===== src/bpc_params.svh =====
// Purpose: shared constants of the byte-to-pixel converter
// Assumes: included by bare name from design files
// Notes: definitions only
`ifndef BPC_PARAMS_SVH
`define BPC_PARAMS_SVH
// csi-2 short packet data types
`define BPC_DT_FRAME_START 6'h00
`define BPC_DT_FRAME_END 6'h01
// dsi short packet data types
`define BPC_DT_VSYNC_START 6'h01
`define BPC_DT_VSYNC_END 6'h11
`define BPC_DT_HSYNC_START 6'h21
`define BPC_DT_HSYNC_END 6'h31
// fifo sizing figures
`define BPC_EQ_THRESHOLD 4
`define BPC_EQ_DEPTH 16
`define BPC_DEPTH_PAD 6
`define BPC_BITS_PER_BYTE 8
`define BPC_RAW12_FACTOR 3
`define BPC_RAW14_FACTOR 7
`define BPC_RAW16_FACTOR 2
// effective byte factors as numerator over denominator
`define BPC_RGB666L_NUM 6
`define BPC_RGB666L_DEN 8
`define BPC_YCC20L_NUM 40
`define BPC_YCC20L_DEN 48
// dsi sync delay limits in pixel clocks
`define BPC_SYNC_DELAY_MIN 5
`define BPC_SYNC_DELAY_MAX 1023
`define BPC_SYNC_DELAY_DEF 5
// field positions of the stream receiver word above the payload
`define BPC_AXR_DT_POS 0
`define BPC_AXR_WC_POS 6
`define BPC_AXR_HDR_W 22
`endif


===== src/bpc_pkg.sv =====
// Purpose: types of the byte-to-pixel converter
// Assumes: nothing
// Notes: constants live in bpc_params.svh
package bpc_pkg;
   typedef enum logic [4:0] {
      fmt_rgb565, fmt_rgb666, fmt_rgb666_loose, fmt_rgb888, fmt_raw8, fmt_raw10,
      fmt_raw12, fmt_raw14, fmt_raw16, fmt_yuv420_8, fmt_yuv420_10, fmt_yuv422_8,
      fmt_yuv422_10, fmt_ycc422_16, fmt_ycc422_20_loose, fmt_ycc422_24
   } bpc_fmt_t;

   // latched long packet header
   typedef struct packed {
      logic [5:0] dt;
      logic [1:0] vc;
      logic [15:0] wc;
   } bpc_hdr_t;

   // pending dsi sync event
   typedef enum logic [2:0] {ev_none, ev_vs_start, ev_vs_end, ev_hs_start, ev_hs_end} bpc_ev_t;

   // ceiling division for sizing
   function automatic longint bpc_cdiv(input longint n, input longint d);
      return (n + d - 1) / d;
   endfunction
endpackage


===== src/bpc_fifo.sv =====
// Purpose: fifo between byte-side packer and pixel-side unpacker
// Assumes: width and depth set by the parent sizing
// Notes: one prefetched word sits in the output register
`timescale 1ns/1ps
`include "bpc_params.svh"
module bpc_fifo
   import bpc_pkg::*;
#(
   parameter int W = 8,
   parameter int DEPTH = 32,
   parameter int AW = $clog2(DEPTH)
) (
   input wire logic clk,
   input wire logic nrst,
   input wire logic in_valid,
   input wire logic [W-1:0] in_data,
   output logic in_ready,
   output logic out_valid,
   output logic [W-1:0] out_data,
   input wire logic out_ready,
   output logic [AW+1:0] level
);
   typedef struct packed {
      logic [AW:0] wptr;
      logic [AW:0] rptr;
      logic ov;
   } bpc_fifo_st_t;

   bpc_fifo_st_t st, next_st;
   logic [AW:0] used;
   logic push, load;

   if (DEPTH < 2 || (1 << AW) != DEPTH) begin : g_chk
      $error("fifo depth must be a power of two");
   end

   // byte and pixel sides share clk here, so pointers compare directly
   always_comb begin
      used = st.wptr - st.rptr;
      in_ready = used != DEPTH[AW:0];
      push = in_valid && in_ready;
      load = (used != '0) && (!st.ov || out_ready);
      next_st = st;
      if (push) begin
         next_st.wptr = st.wptr + 1'b1;
      end
      if (load) begin
         next_st.rptr = st.rptr + 1'b1;
      end
      next_st.ov = load || (st.ov && !out_ready);
   end

   always_ff @(posedge clk or negedge nrst) begin
      if (!nrst) begin
         st <= '0;
      end else begin
         st <= next_st;
      end
   end

   assign out_valid = st.ov;
   assign level = {1'b0, used} + {{(AW+1){1'b0}}, st.ov};

   bpc_mem #(.W(W), .DEPTH(DEPTH), .AW(AW)) u_mem (
      .clk(clk),
      .we(push),
      .waddr(st.wptr[AW-1:0]),
      .wdata(in_data),
      .re(load),
      .raddr(st.rptr[AW-1:0]),
      .rdata(out_data)
   );
endmodule


===== src/bpc_mem.sv =====
// Purpose: simple dual-port word store with registered read
// Assumes: one clock for both ports
// Notes: read data change only on a read strobe
`timescale 1ns/1ps
module bpc_mem #(
   parameter int W = 8,
   parameter int DEPTH = 32,
   parameter int AW = $clog2(DEPTH)
) (
   input wire logic clk,
   input wire logic we,
   input wire logic [AW-1:0] waddr,
   input wire logic [W-1:0] wdata,
   input wire logic re,
   input wire logic [AW-1:0] raddr,
   output logic [W-1:0] rdata
);
   logic [W-1:0] store [DEPTH];

   // no reset on the array, so it maps onto block memory
   always_ff @(posedge clk) begin
      if (we) begin
         store[waddr] <= wdata;
      end
      if (re) begin
         rdata <= store[raddr];
      end
   end
endmodule


===== src/bpc_top.sv =====
// Purpose: byte-to-pixel converter, payload bytes in, pixel words and syncs out
// Assumes: byte and pixel logic both run on clk; fifo sizing fixed at elaboration
// Notes: per-format pixel packing is not done, words are sliced in order
// Operation
// - dsi vsync start packet raises both hsync and vsync.
// - dsi vsync end packet drops vsync and raises hsync.
// - sync outputs change only on matching received short packets.
// - dsi sync assertion delayed by a set number of pixel clocks.
// - payload latency after long packet enable is not fixed.
// - stream receiver ready stays 1; data taken whenever valid is high.
// - without stream receiver, payload and header come in on native ports.
// - stream transmitter word is odd flag above pixel bus.
// - stream transmitter valid follows the pixel data enable.
// - data enable is display enable in dsi, line valid in csi-2.
// - input width is lanes times gear; output width pixel width times lanes.
// - fifo width is smallest output-width multiple not below input width.
// - raw12, raw14, raw16 fifo width is 3, 7, 2 times input width.
// - effective byte factor 6/8, 40/48, else 1.
// - equal rates give threshold 4 and depth 16.
// - unequal rates use the ceiling formula; depth next power of two.
// - threshold clamped to ceiling of eight times word count over width.
// - yuv420 8 and 10 bit double depth and threshold.
// - pixel side reads only after fifo level reaches threshold.
`timescale 1ns/1ps
`include "bpc_params.svh"
module bpc_top
   import bpc_pkg::*;
#(
   parameter bpc_fmt_t DATA_TYPE = fmt_yuv420_8,
   parameter bit DSI_MODE = 1'b0,
   parameter int NUM_RX_LANE = 1,
   parameter int RX_GEAR = 8,
   parameter int PIXEL_BUS_WIDTH = 8,
   parameter int OUTPUT_PIXEL_LANES = 1,
   parameter int BYTE_MHZ = 100,
   parameter int PIXEL_MHZ = 100,
   parameter int WORD_COUNT = 5,
   parameter bit AXIS_RX_EN = 1'b0,
   parameter bit AXIS_TX_EN = 1'b0,
   parameter int SYNC_DELAY = `BPC_SYNC_DELAY_DEF,
   parameter bit CTRL_POS = 1'b1,
   parameter int RXW = NUM_RX_LANE * RX_GEAR,
   parameter int TXW = PIXEL_BUS_WIDTH * OUTPUT_PIXEL_LANES
) (
   input wire logic clk,
   input wire logic nrst,
   input wire logic long_packet_active_in,
   input wire logic short_packet_en_in,
   input wire logic [5:0] data_type_in,
   input wire logic [5:0] second_data_type_in,
   input wire logic [1:0] virtual_channel_in,
   input wire logic [15:0] word_count_in,
   input wire logic [15:0] second_word_count_in,
   input wire logic payload_en_in,
   input wire logic [RXW-1:0] payload_in,
   input wire logic axis_svalid,
   input wire logic [RXW+`BPC_AXR_HDR_W-1:0] axis_sdata,
   output logic axis_sready,
   output bpc_hdr_t packet_header_out,
   output logic fifo_overflow,
   output logic frame_valid_out,
   output logic line_valid_out,
   output logic vsync_out,
   output logic hsync_out,
   output logic display_data_enable,
   output logic [TXW-1:0] pixel_bus_out,
   output logic [1:0] pixel_odd_out,
   output logic axis_mvalid,
   output logic [TXW+1:0] axis_mdata,
   input wire logic axis_mready
);
   // effective byte factor as a ratio
   localparam int UN = (DATA_TYPE == fmt_rgb666_loose) ? `BPC_RGB666L_NUM :
                       (DATA_TYPE == fmt_ycc422_20_loose) ? `BPC_YCC20L_NUM : 1;
   localparam int UD = (DATA_TYPE == fmt_rgb666_loose) ? `BPC_RGB666L_DEN :
                       (DATA_TYPE == fmt_ycc422_20_loose) ? `BPC_YCC20L_DEN : 1;

   // fifo word width
   localparam int FIFO_W =
      (DATA_TYPE == fmt_raw12) ? `BPC_RAW12_FACTOR * RXW :
      (DATA_TYPE == fmt_raw14) ? `BPC_RAW14_FACTOR * RXW :
      (DATA_TYPE == fmt_raw16) ? `BPC_RAW16_FACTOR * RXW :
      TXW * int'(bpc_cdiv(RXW, TXW));

   // rx rate scaled by UN and tx rate by UD so they stay integer
   localparam longint RX_RATE = longint'(RXW) * BYTE_MHZ * UN;
   localparam longint TX_RATE = longint'(TXW) * PIXEL_MHZ * UD;
   localparam bit RATES_EQ = RX_RATE == TX_RATE;
   localparam int YUV_MUL = (DATA_TYPE == fmt_yuv420_8 ||
                             DATA_TYPE == fmt_yuv420_10) ? 2 : 1;

   // threshold before the clamp; (N-1)/N equals (tx-rx)/tx
   function automatic longint thr_raw();
      longint num;
      longint den;
      longint t;
      num = longint'(`BPC_BITS_PER_BYTE) * WORD_COUNT * (TX_RATE - RX_RATE);
      den = TX_RATE * FIFO_W;
      if (RATES_EQ) begin
         t = `BPC_EQ_THRESHOLD;
      end else if (num >= 0) begin
         t = bpc_cdiv(num, den) + 1;
      end else begin
         t = num / den + 1;
      end
      return (t < 1) ? 1 : t;
   endfunction

   localparam longint THR_R = thr_raw();
   localparam longint WC_WORDS = bpc_cdiv(longint'(`BPC_BITS_PER_BYTE) * WORD_COUNT, FIFO_W);
   localparam longint THR_C = (THR_R * FIFO_W > longint'(`BPC_BITS_PER_BYTE) * WORD_COUNT) ?
                              WC_WORDS : THR_R;
   localparam int DEPTH = YUV_MUL * (RATES_EQ ? `BPC_EQ_DEPTH :
                          (1 << $clog2(THR_R + `BPC_DEPTH_PAD)));
   localparam int THR = YUV_MUL * int'(THR_C);
   localparam int AW = $clog2(DEPTH);
   localparam int K = FIFO_W / RXW;
   localparam int S = FIFO_W / TXW;
   localparam int CW = $clog2(K + 1);
   localparam int SW = $clog2(S + 1);

   if (FIFO_W % RXW != 0 || FIFO_W % TXW != 0 || THR > DEPTH ||
       SYNC_DELAY < `BPC_SYNC_DELAY_MIN || SYNC_DELAY > `BPC_SYNC_DELAY_MAX) begin : g_chk
      $error("unsupported converter configuration");
   end

   typedef struct packed {
      logic [FIFO_W-1:0] acc;
      logic [CW-1:0] n;
      logic full;
      logic in_pkt;
      bpc_hdr_t hdr;
      logic ovf;
      logic fv;
      logic vs;
      logic hs;
      bpc_ev_t ev;
      logic [9:0] cnt;
      logic started;
      logic hold;
      logic [FIFO_W-1:0] word;
      logic [SW-1:0] slice;
      logic de;
      logic [TXW-1:0] pix;
      logic [1:0] odd;
   } bpc_top_st_t;

   bpc_top_st_t st, next_st;
   logic din_valid;
   logic [RXW-1:0] din;
   bpc_hdr_t hdr_in;
   logic f_in_ready;
   logic f_out_valid;
   logic [FIFO_W-1:0] f_out_data;
   logic f_pop;
   logic [AW+1:0] f_level;
   logic tx_ready;
   logic adv;
   bpc_ev_t ev_in;

   // input selection between stream receiver and native ports
   always_comb begin
      axis_sready = 1'b1;
      if (AXIS_RX_EN) begin
         din_valid = axis_svalid;
         din = axis_sdata[RXW-1:0];
         hdr_in.dt = axis_sdata[RXW+`BPC_AXR_DT_POS +: 6];
         hdr_in.wc = axis_sdata[RXW+`BPC_AXR_WC_POS +: 16];
      end else begin
         din_valid = payload_en_in;
         din = payload_in;
         hdr_in.dt = data_type_in;
         hdr_in.wc = word_count_in;
      end
      hdr_in.vc = virtual_channel_in;
   end

   // dsi short packet decode
   always_comb begin
      ev_in = ev_none;
      if (DSI_MODE && short_packet_en_in) begin
         case (data_type_in)
            `BPC_DT_VSYNC_START: ev_in = ev_vs_start;
            `BPC_DT_VSYNC_END: ev_in = ev_vs_end;
            `BPC_DT_HSYNC_START: ev_in = ev_hs_start;
            `BPC_DT_HSYNC_END: ev_in = ev_hs_end;
            default: ev_in = ev_none;
         endcase
      end
   end

   // the output holds still while the stream sink stalls
   assign tx_ready = !AXIS_TX_EN || axis_mready;
   assign adv = !st.de || tx_ready;

   always_comb begin
      next_st = st;
      f_pop = 1'b0;

      // byte side: header is sampled on the first cycle of the long packet
      next_st.in_pkt = long_packet_active_in;
      if (long_packet_active_in && !st.in_pkt) begin
         next_st.hdr = hdr_in;
      end
      // packer: no fixed latency from packet start to fifo write
      if (st.full && f_in_ready) begin
         next_st.full = 1'b0;
         next_st.n = '0;
      end
      if (din_valid) begin
         if (!next_st.full) begin
            next_st.acc[int'(next_st.n)*RXW +: RXW] = din;
            next_st.n = next_st.n + 1'b1;
            next_st.full = next_st.n == CW'(K);
         end else begin
            next_st.ovf = 1'b1; // source has no ready, so a stalled word is lost
         end
      end
      // a short tail is pushed once the packet ends
      if (!long_packet_active_in && st.in_pkt && next_st.n != '0 && !next_st.full) begin
         next_st.full = 1'b1;
      end

      // csi-2 frame valid from frame start and end packets
      if (!DSI_MODE && short_packet_en_in) begin
         if (data_type_in == `BPC_DT_FRAME_START) begin
            next_st.fv = 1'b1;
         end else if (data_type_in == `BPC_DT_FRAME_END) begin
            next_st.fv = 1'b0;
         end
      end

      // dsi events wait out the sync delay; a newer packet replaces a pending one
      if (ev_in != ev_none) begin
         next_st.ev = ev_in;
         next_st.cnt = 10'(SYNC_DELAY - 1);
      end else if (st.ev != ev_none) begin
         if (st.cnt != '0) begin
            next_st.cnt = st.cnt - 1'b1;
         end else begin
            next_st.ev = ev_none;
            case (st.ev)
               ev_vs_start: begin
                  next_st.vs = 1'b1;
                  next_st.hs = 1'b1;
               end
               ev_vs_end: begin
                  next_st.vs = 1'b0;
                  next_st.hs = 1'b1;
               end
               ev_hs_start: next_st.hs = 1'b1;
               ev_hs_end: next_st.hs = 1'b0;
               default: next_st.hs = st.hs;
            endcase
         end
      end

      // pixel side: reading starts once the fill reaches the threshold
      if (!st.started && f_level >= (AW+2)'(THR)) begin
         next_st.started = 1'b1;
      end else if (st.started && !f_out_valid && !st.hold && !st.in_pkt && !st.full) begin
         next_st.started = 1'b0; // line drained, wait for the next fill
      end
      if (adv) begin
         if (st.hold) begin
            next_st.pix = st.word[int'(st.slice)*TXW +: TXW];
            next_st.odd = 2'(st.slice);
            next_st.de = 1'b1;
            next_st.slice = st.slice + 1'b1;
            if (st.slice == SW'(S - 1)) begin
               next_st.hold = 1'b0;
            end
         end else begin
            next_st.de = 1'b0;
         end
      end
      if (!next_st.hold && st.started && f_out_valid) begin
         f_pop = 1'b1;
         next_st.word = f_out_data;
         next_st.hold = 1'b1;
         next_st.slice = '0;
      end
   end

   always_ff @(posedge clk or negedge nrst) begin
      if (!nrst) begin
         st <= '0;
      end else begin
         st <= next_st;
      end
   end

   bpc_fifo #(.W(FIFO_W), .DEPTH(DEPTH), .AW(AW)) u_fifo (
      .clk(clk),
      .nrst(nrst),
      .in_valid(st.full),
      .in_data(st.acc),
      .in_ready(f_in_ready),
      .out_valid(f_out_valid),
      .out_data(f_out_data),
      .out_ready(f_pop),
      .level(f_level)
   );

   // outputs; control polarity applied after the flops
   assign packet_header_out = st.hdr;
   assign fifo_overflow = st.ovf;
   assign frame_valid_out = DSI_MODE ? !CTRL_POS : (st.fv ~^ CTRL_POS);
   assign vsync_out = DSI_MODE ? (st.vs ~^ CTRL_POS) : !CTRL_POS;
   assign hsync_out = DSI_MODE ? (st.hs ~^ CTRL_POS) : !CTRL_POS;
   assign display_data_enable = DSI_MODE && st.de;
   assign line_valid_out = !DSI_MODE && st.de;
   assign pixel_bus_out = st.pix;
   assign pixel_odd_out = st.odd;
   assign axis_mvalid = AXIS_TX_EN && st.de;
   assign axis_mdata = {st.odd, st.pix};
endmodule


===== config.mk =====
export PLATFORM = sky130hd
export DESIGN_NAME = bpc_top
export DESIGN_NICKNAME = d
export VERILOG_FILES = /design/src/bpc_pkg.sv /design/src/bpc_fifo.sv /design/src/bpc_mem.sv /design/src/bpc_top.sv
export VERILOG_INCLUDE_DIRS = /design/src
export SDC_FILE = /design/constraint.sdc
export NUM_CORES = 1
export LEC_CHECK = 0
export BUFFER_PORTS_ARGS = -buffer_cell sky130_fd_sc_hd__buf_2
export CELL_PAD_IN_SITES_DETAIL_PLACEMENT = 1
export CELL_PAD_IN_SITES_GLOBAL_PLACEMENT = 1
export CORE_MARGIN = 3
export CORE_UTILIZATION = 36
export DETAILED_ROUTE_END_ITERATION = 8
export PLACE_DENSITY = 0.57
export SLEW_MARGIN = 25
export SYNTH_ARGS = -nofsm -noshare
export SYNTH_HDL_FRONTEND = slang
export SYNTH_SLANG_ARGS = --single-unit

===== constraint.sdc =====
create_clock -name clk -period 3.85 [get_ports clk]
set_clock_uncertainty 0.05 [all_clocks]
set_input_delay 0.5775 -clock clk [delete_from_list [all_inputs] [get_ports clk]]
set_output_delay 0.5775 -clock clk [all_outputs]
set_load 0.02 [all_outputs]

==> metrics.cfg <==
[clock_network]
clkTransAtPathRegs_ns=0.06
cts_repair_resize_count=0
clock-root-buffer=clkbuf_16
clk_path_buf_depth=3
clk_latency_ns=0.51
cts_setup_buffers=0
cts.htree.levels=2
cts_num_sinks=335
cts_tree=done
cts_buffers=37
cts_hold_buffers=0

[drt]
viasPerCell=4.95
totalWireLength_um=30000
drc=0
ant_nets=0
vias=6738
drt_pre_antenna_iters=4
drt-wirelength-per-cell_um=22.1
initialDrtViolationCount=369

[synthesis]
synth_top_family_by_area=multiplexers
syn_area_sq_um=13700
post-synth-top-area-fraction=0.577
synth-xor-area-share=0.00883
ys_ff_latch=335
synth-edff-count=264
synth-main-ff-cell=edfxtp_1
ys_types=54
synth_cells=742
synth_area_leaders=edfxtp_1 (58%), mux4_2 (13%), dfrtp_1 (13%), buf_4 (2.8%), mux2_2 (2.7%)
synth.largest_area_cell=edfxtp_1
muxShareOfSynthArea=0.169
synthAdderAreaFrac=0.0133
synth-simple-area-share=0.0403
ys_async_sr_fraction=0.212
ys_warn_count=0
avgSynthCellArea_sq_um=18.5
synth-seq-area-share=0.706
synth_compound_area_frac=0.0195

[cells_and_area]
diodes=0
drive_gt1_frac=0.365
multi_input_area_sq_um=3490
nFillCells=3609
nets=937
seqCellArea_sq_um=9720
synthToLayoutAreaGrowth_pct=14.8
fin_util=0.425

[floorplan]
die_w_um=201
ioPinCount=143
die_h_um=201
core_area_sq_um=37100
start_util=0.370
num_rows=70
design.die.area_sq_um=40500

[grt]
grt_usage=0.148
grt_pass1_vias=7362
grt_first_pass_wirelength_um=46200
antenna_found_initial=0
grt_overflow=0
grt_max_degree=72

[worst_setup_path]
timing.rr.end=u_fifo.u_mem.store[6][7]
crit_arrival_ns=3.48
critPathRequiredTime_ns=4.03
critPathLaunchType=register
worstSetupPathType=register to register
r2r_start=u_fifo.st[5]
cp_max_fo=11
worstRegToRegCells=9
reg2reg_slack_ns=0.54
end_kind=register

[power]
pwr-share-clk=0.260
power.share.combinational=0.313
peakVddDrop_mv=0.495
power.switching_w=0.00416
power_density_nw_per_um2=801
seqPwrFrac=0.427
p_leak_nw=5.61
p_int_w=0.00848
sw_frac_of_total=0.329

[hold_path]
hp-class=primary input to asynchronous set/reset pin

[place]
gp_congestion=0.753
place_ws_ns=0.512
io_buffers=81
dpl.hpwl_um=19400

[timing]
rsz0062_at_grt=no
finalHoldViolations=0
period_minus_slack_ns=3.31
setup_slack_ns=0.545
slew_violations=0
fin_setup_tns_ns=0
finalSetupViolCount=0
timing.fmax_mhz=303
fin_crit_sh=0.859
tightest_slew_ns=1.02
relSlewSlack=0.322

[job]
maxCapViolCount=0

[outcome]
status=complete, no violations

[layout by cell type (no fill, tap or decap), types with 3 or more instances in the layout]
master	Yosys	layout
a21oi_1	6	6
clkbuf_1	19	15
nand2b_1	3	3
mux4_2	80	80
clkbuf_16	0	39
mux2_2	33	33
buf_4	52	43
nor2_1	40	40
nand4_1	3	3
dfrtp_1	71	64
clkinv_1	0	5
edfxtp_1	264	264
xnor2_1	7	7
xor2_1	5	5
mux2_4	8	8
ha_1	13	13
inv_1	21	21
nand2_1	41	41
nand3b_1	5	5
nor3_1	4	4
buf_2	5	80
o21ai_0	13	13
nand3_1	8	8
conb_1	2	7
dfrtp_2	0	6
[logic make-up after synthesis]
| logic type | count (synthesis) |
|---|---|
| buffers and inverters | 100 |
| other | 2 |
| multiplexers | 124 |
| flip-flops | 335 |
| AND/OR/NAND/NOR | 120 |
| adder cells (fa/ha/maj) | 14 |
| XOR/XNOR | 13 |
| AO/OA/AOI/OAI | 34 |
[final cells by class]
| type | count | share of cell area |
|---|---|---|
| clock buffer | 56 | 0.0672 |
| tap | 504 | 0.0400 |
| sequential | 335 | 0.616 |
| clock inverter | 8 | 0.00396 |
| timing repair buffer | 124 | 0.0471 |
| multi-input combinational | 312 | 0.221 |
| inverter | 22 | 0.00523 |
[per-layer routing]
metal | part of all wire | vias up | GRT usage
li1 | - | 2986 | -
met5 | 0 | - | 0
met4 | 0.018 | 0 | 0.0366
met2 | 0.50 | 169 | 0.252
met3 | 0.048 | 32 | 0.0290
met1 | 0.43 | 3551 | 0.197
[critical path, cell delays in order (launching register included)]
cell     delay, ns
dfrtp_1       0.54
inv_1         0.25
ha_1          0.41
inv_1         0.09
and3_2        0.19
o21ai_2       0.28
a211o_2       0.24
nand3_1       0.42
nor2_1        0.34
buf_4         0.20
[state kept, by name, summed over array words and instances, names as in the netlist]
signal / count
fifo_overflow: 1
pixel_odd_out: 1
packet_header_out: 24
u_fifo.out_valid: 1
u_fifo.u_mem.store: 256
u_fifo.st: 12
st: 22
pixel_bus_out: 8
u_fifo.u_mem.rdata: 8
frame_valid_out: 1
line_valid_out: 1
[power groups by stage]
stage          logic, W  clock network (W)  registers (W)
6_report        0.00396            0.00329        0.00539
5_1_grt         0.00432            0.00355        0.00548
4_1_cts         0.00406            0.00338        0.00542
3_5_place_dp    0.00403                  0        0.00548
3_3_place_gp    0.00394                  0        0.00541
2_1_floorplan   0.00298                  0        0.00523
[Yosys cell counts, drive strengths merged (2+ instances only)]
library cell	instances
or4	2
nor2	41
inv	22
nor3	4
ha	13
nand3b	5
or3	2
xor2	6
dfrtp	71
xnor2	7
nand2b	3
or3b	2
nor2b	3
a21oi	7
edfxtp	264
buf	59
o41ai	2
clkbuf	19
nand3	9
conb	2
or2	2
mux2	43
o21ai	15
nand4	3
mux4	80
nand2	41
[stage by stage]
step / cell area [sq um] / power [W] / hold WS [ns] / instances
2_1_floorplan: 13800 / 0.00821 / 0.232 / 747
3_3_place_gp: 14600 / 0.00935 / 0.404 / 1297
3_5_place_dp: 14600 / 0.00952 / 0.411 / 1297
4_1_cts: 15800 / 0.0129 / 0.139 / 1361
5_1_grt: 15800 / 0.0134 / 0.156 / 1361
6_report: 15800 / 0.0126 / 0.148 / 1361
[worst max path at each step]
stage	start	slack, ns	to
after global placement	u_fifo.st[5]	0.57	u_fifo.u_mem.store[2][1]
final	u_fifo.st[5]	0.54	u_fifo.u_mem.store[6][7]
after floorplan	u_fifo.st[2]	0.49	u_fifo.u_mem.store[13][0]
after global routing	u_fifo.st[5]	0.29	u_fifo.u_mem.store[6][1]
after detailed placement	u_fifo.st[7]	0.51	u_fifo.u_mem.store[6][7]
after CTS	u_fifo.st[5]	0.48	u_fifo.u_mem.store[6][6]
No activity file was read; power rests on OpenSTA's default activity.
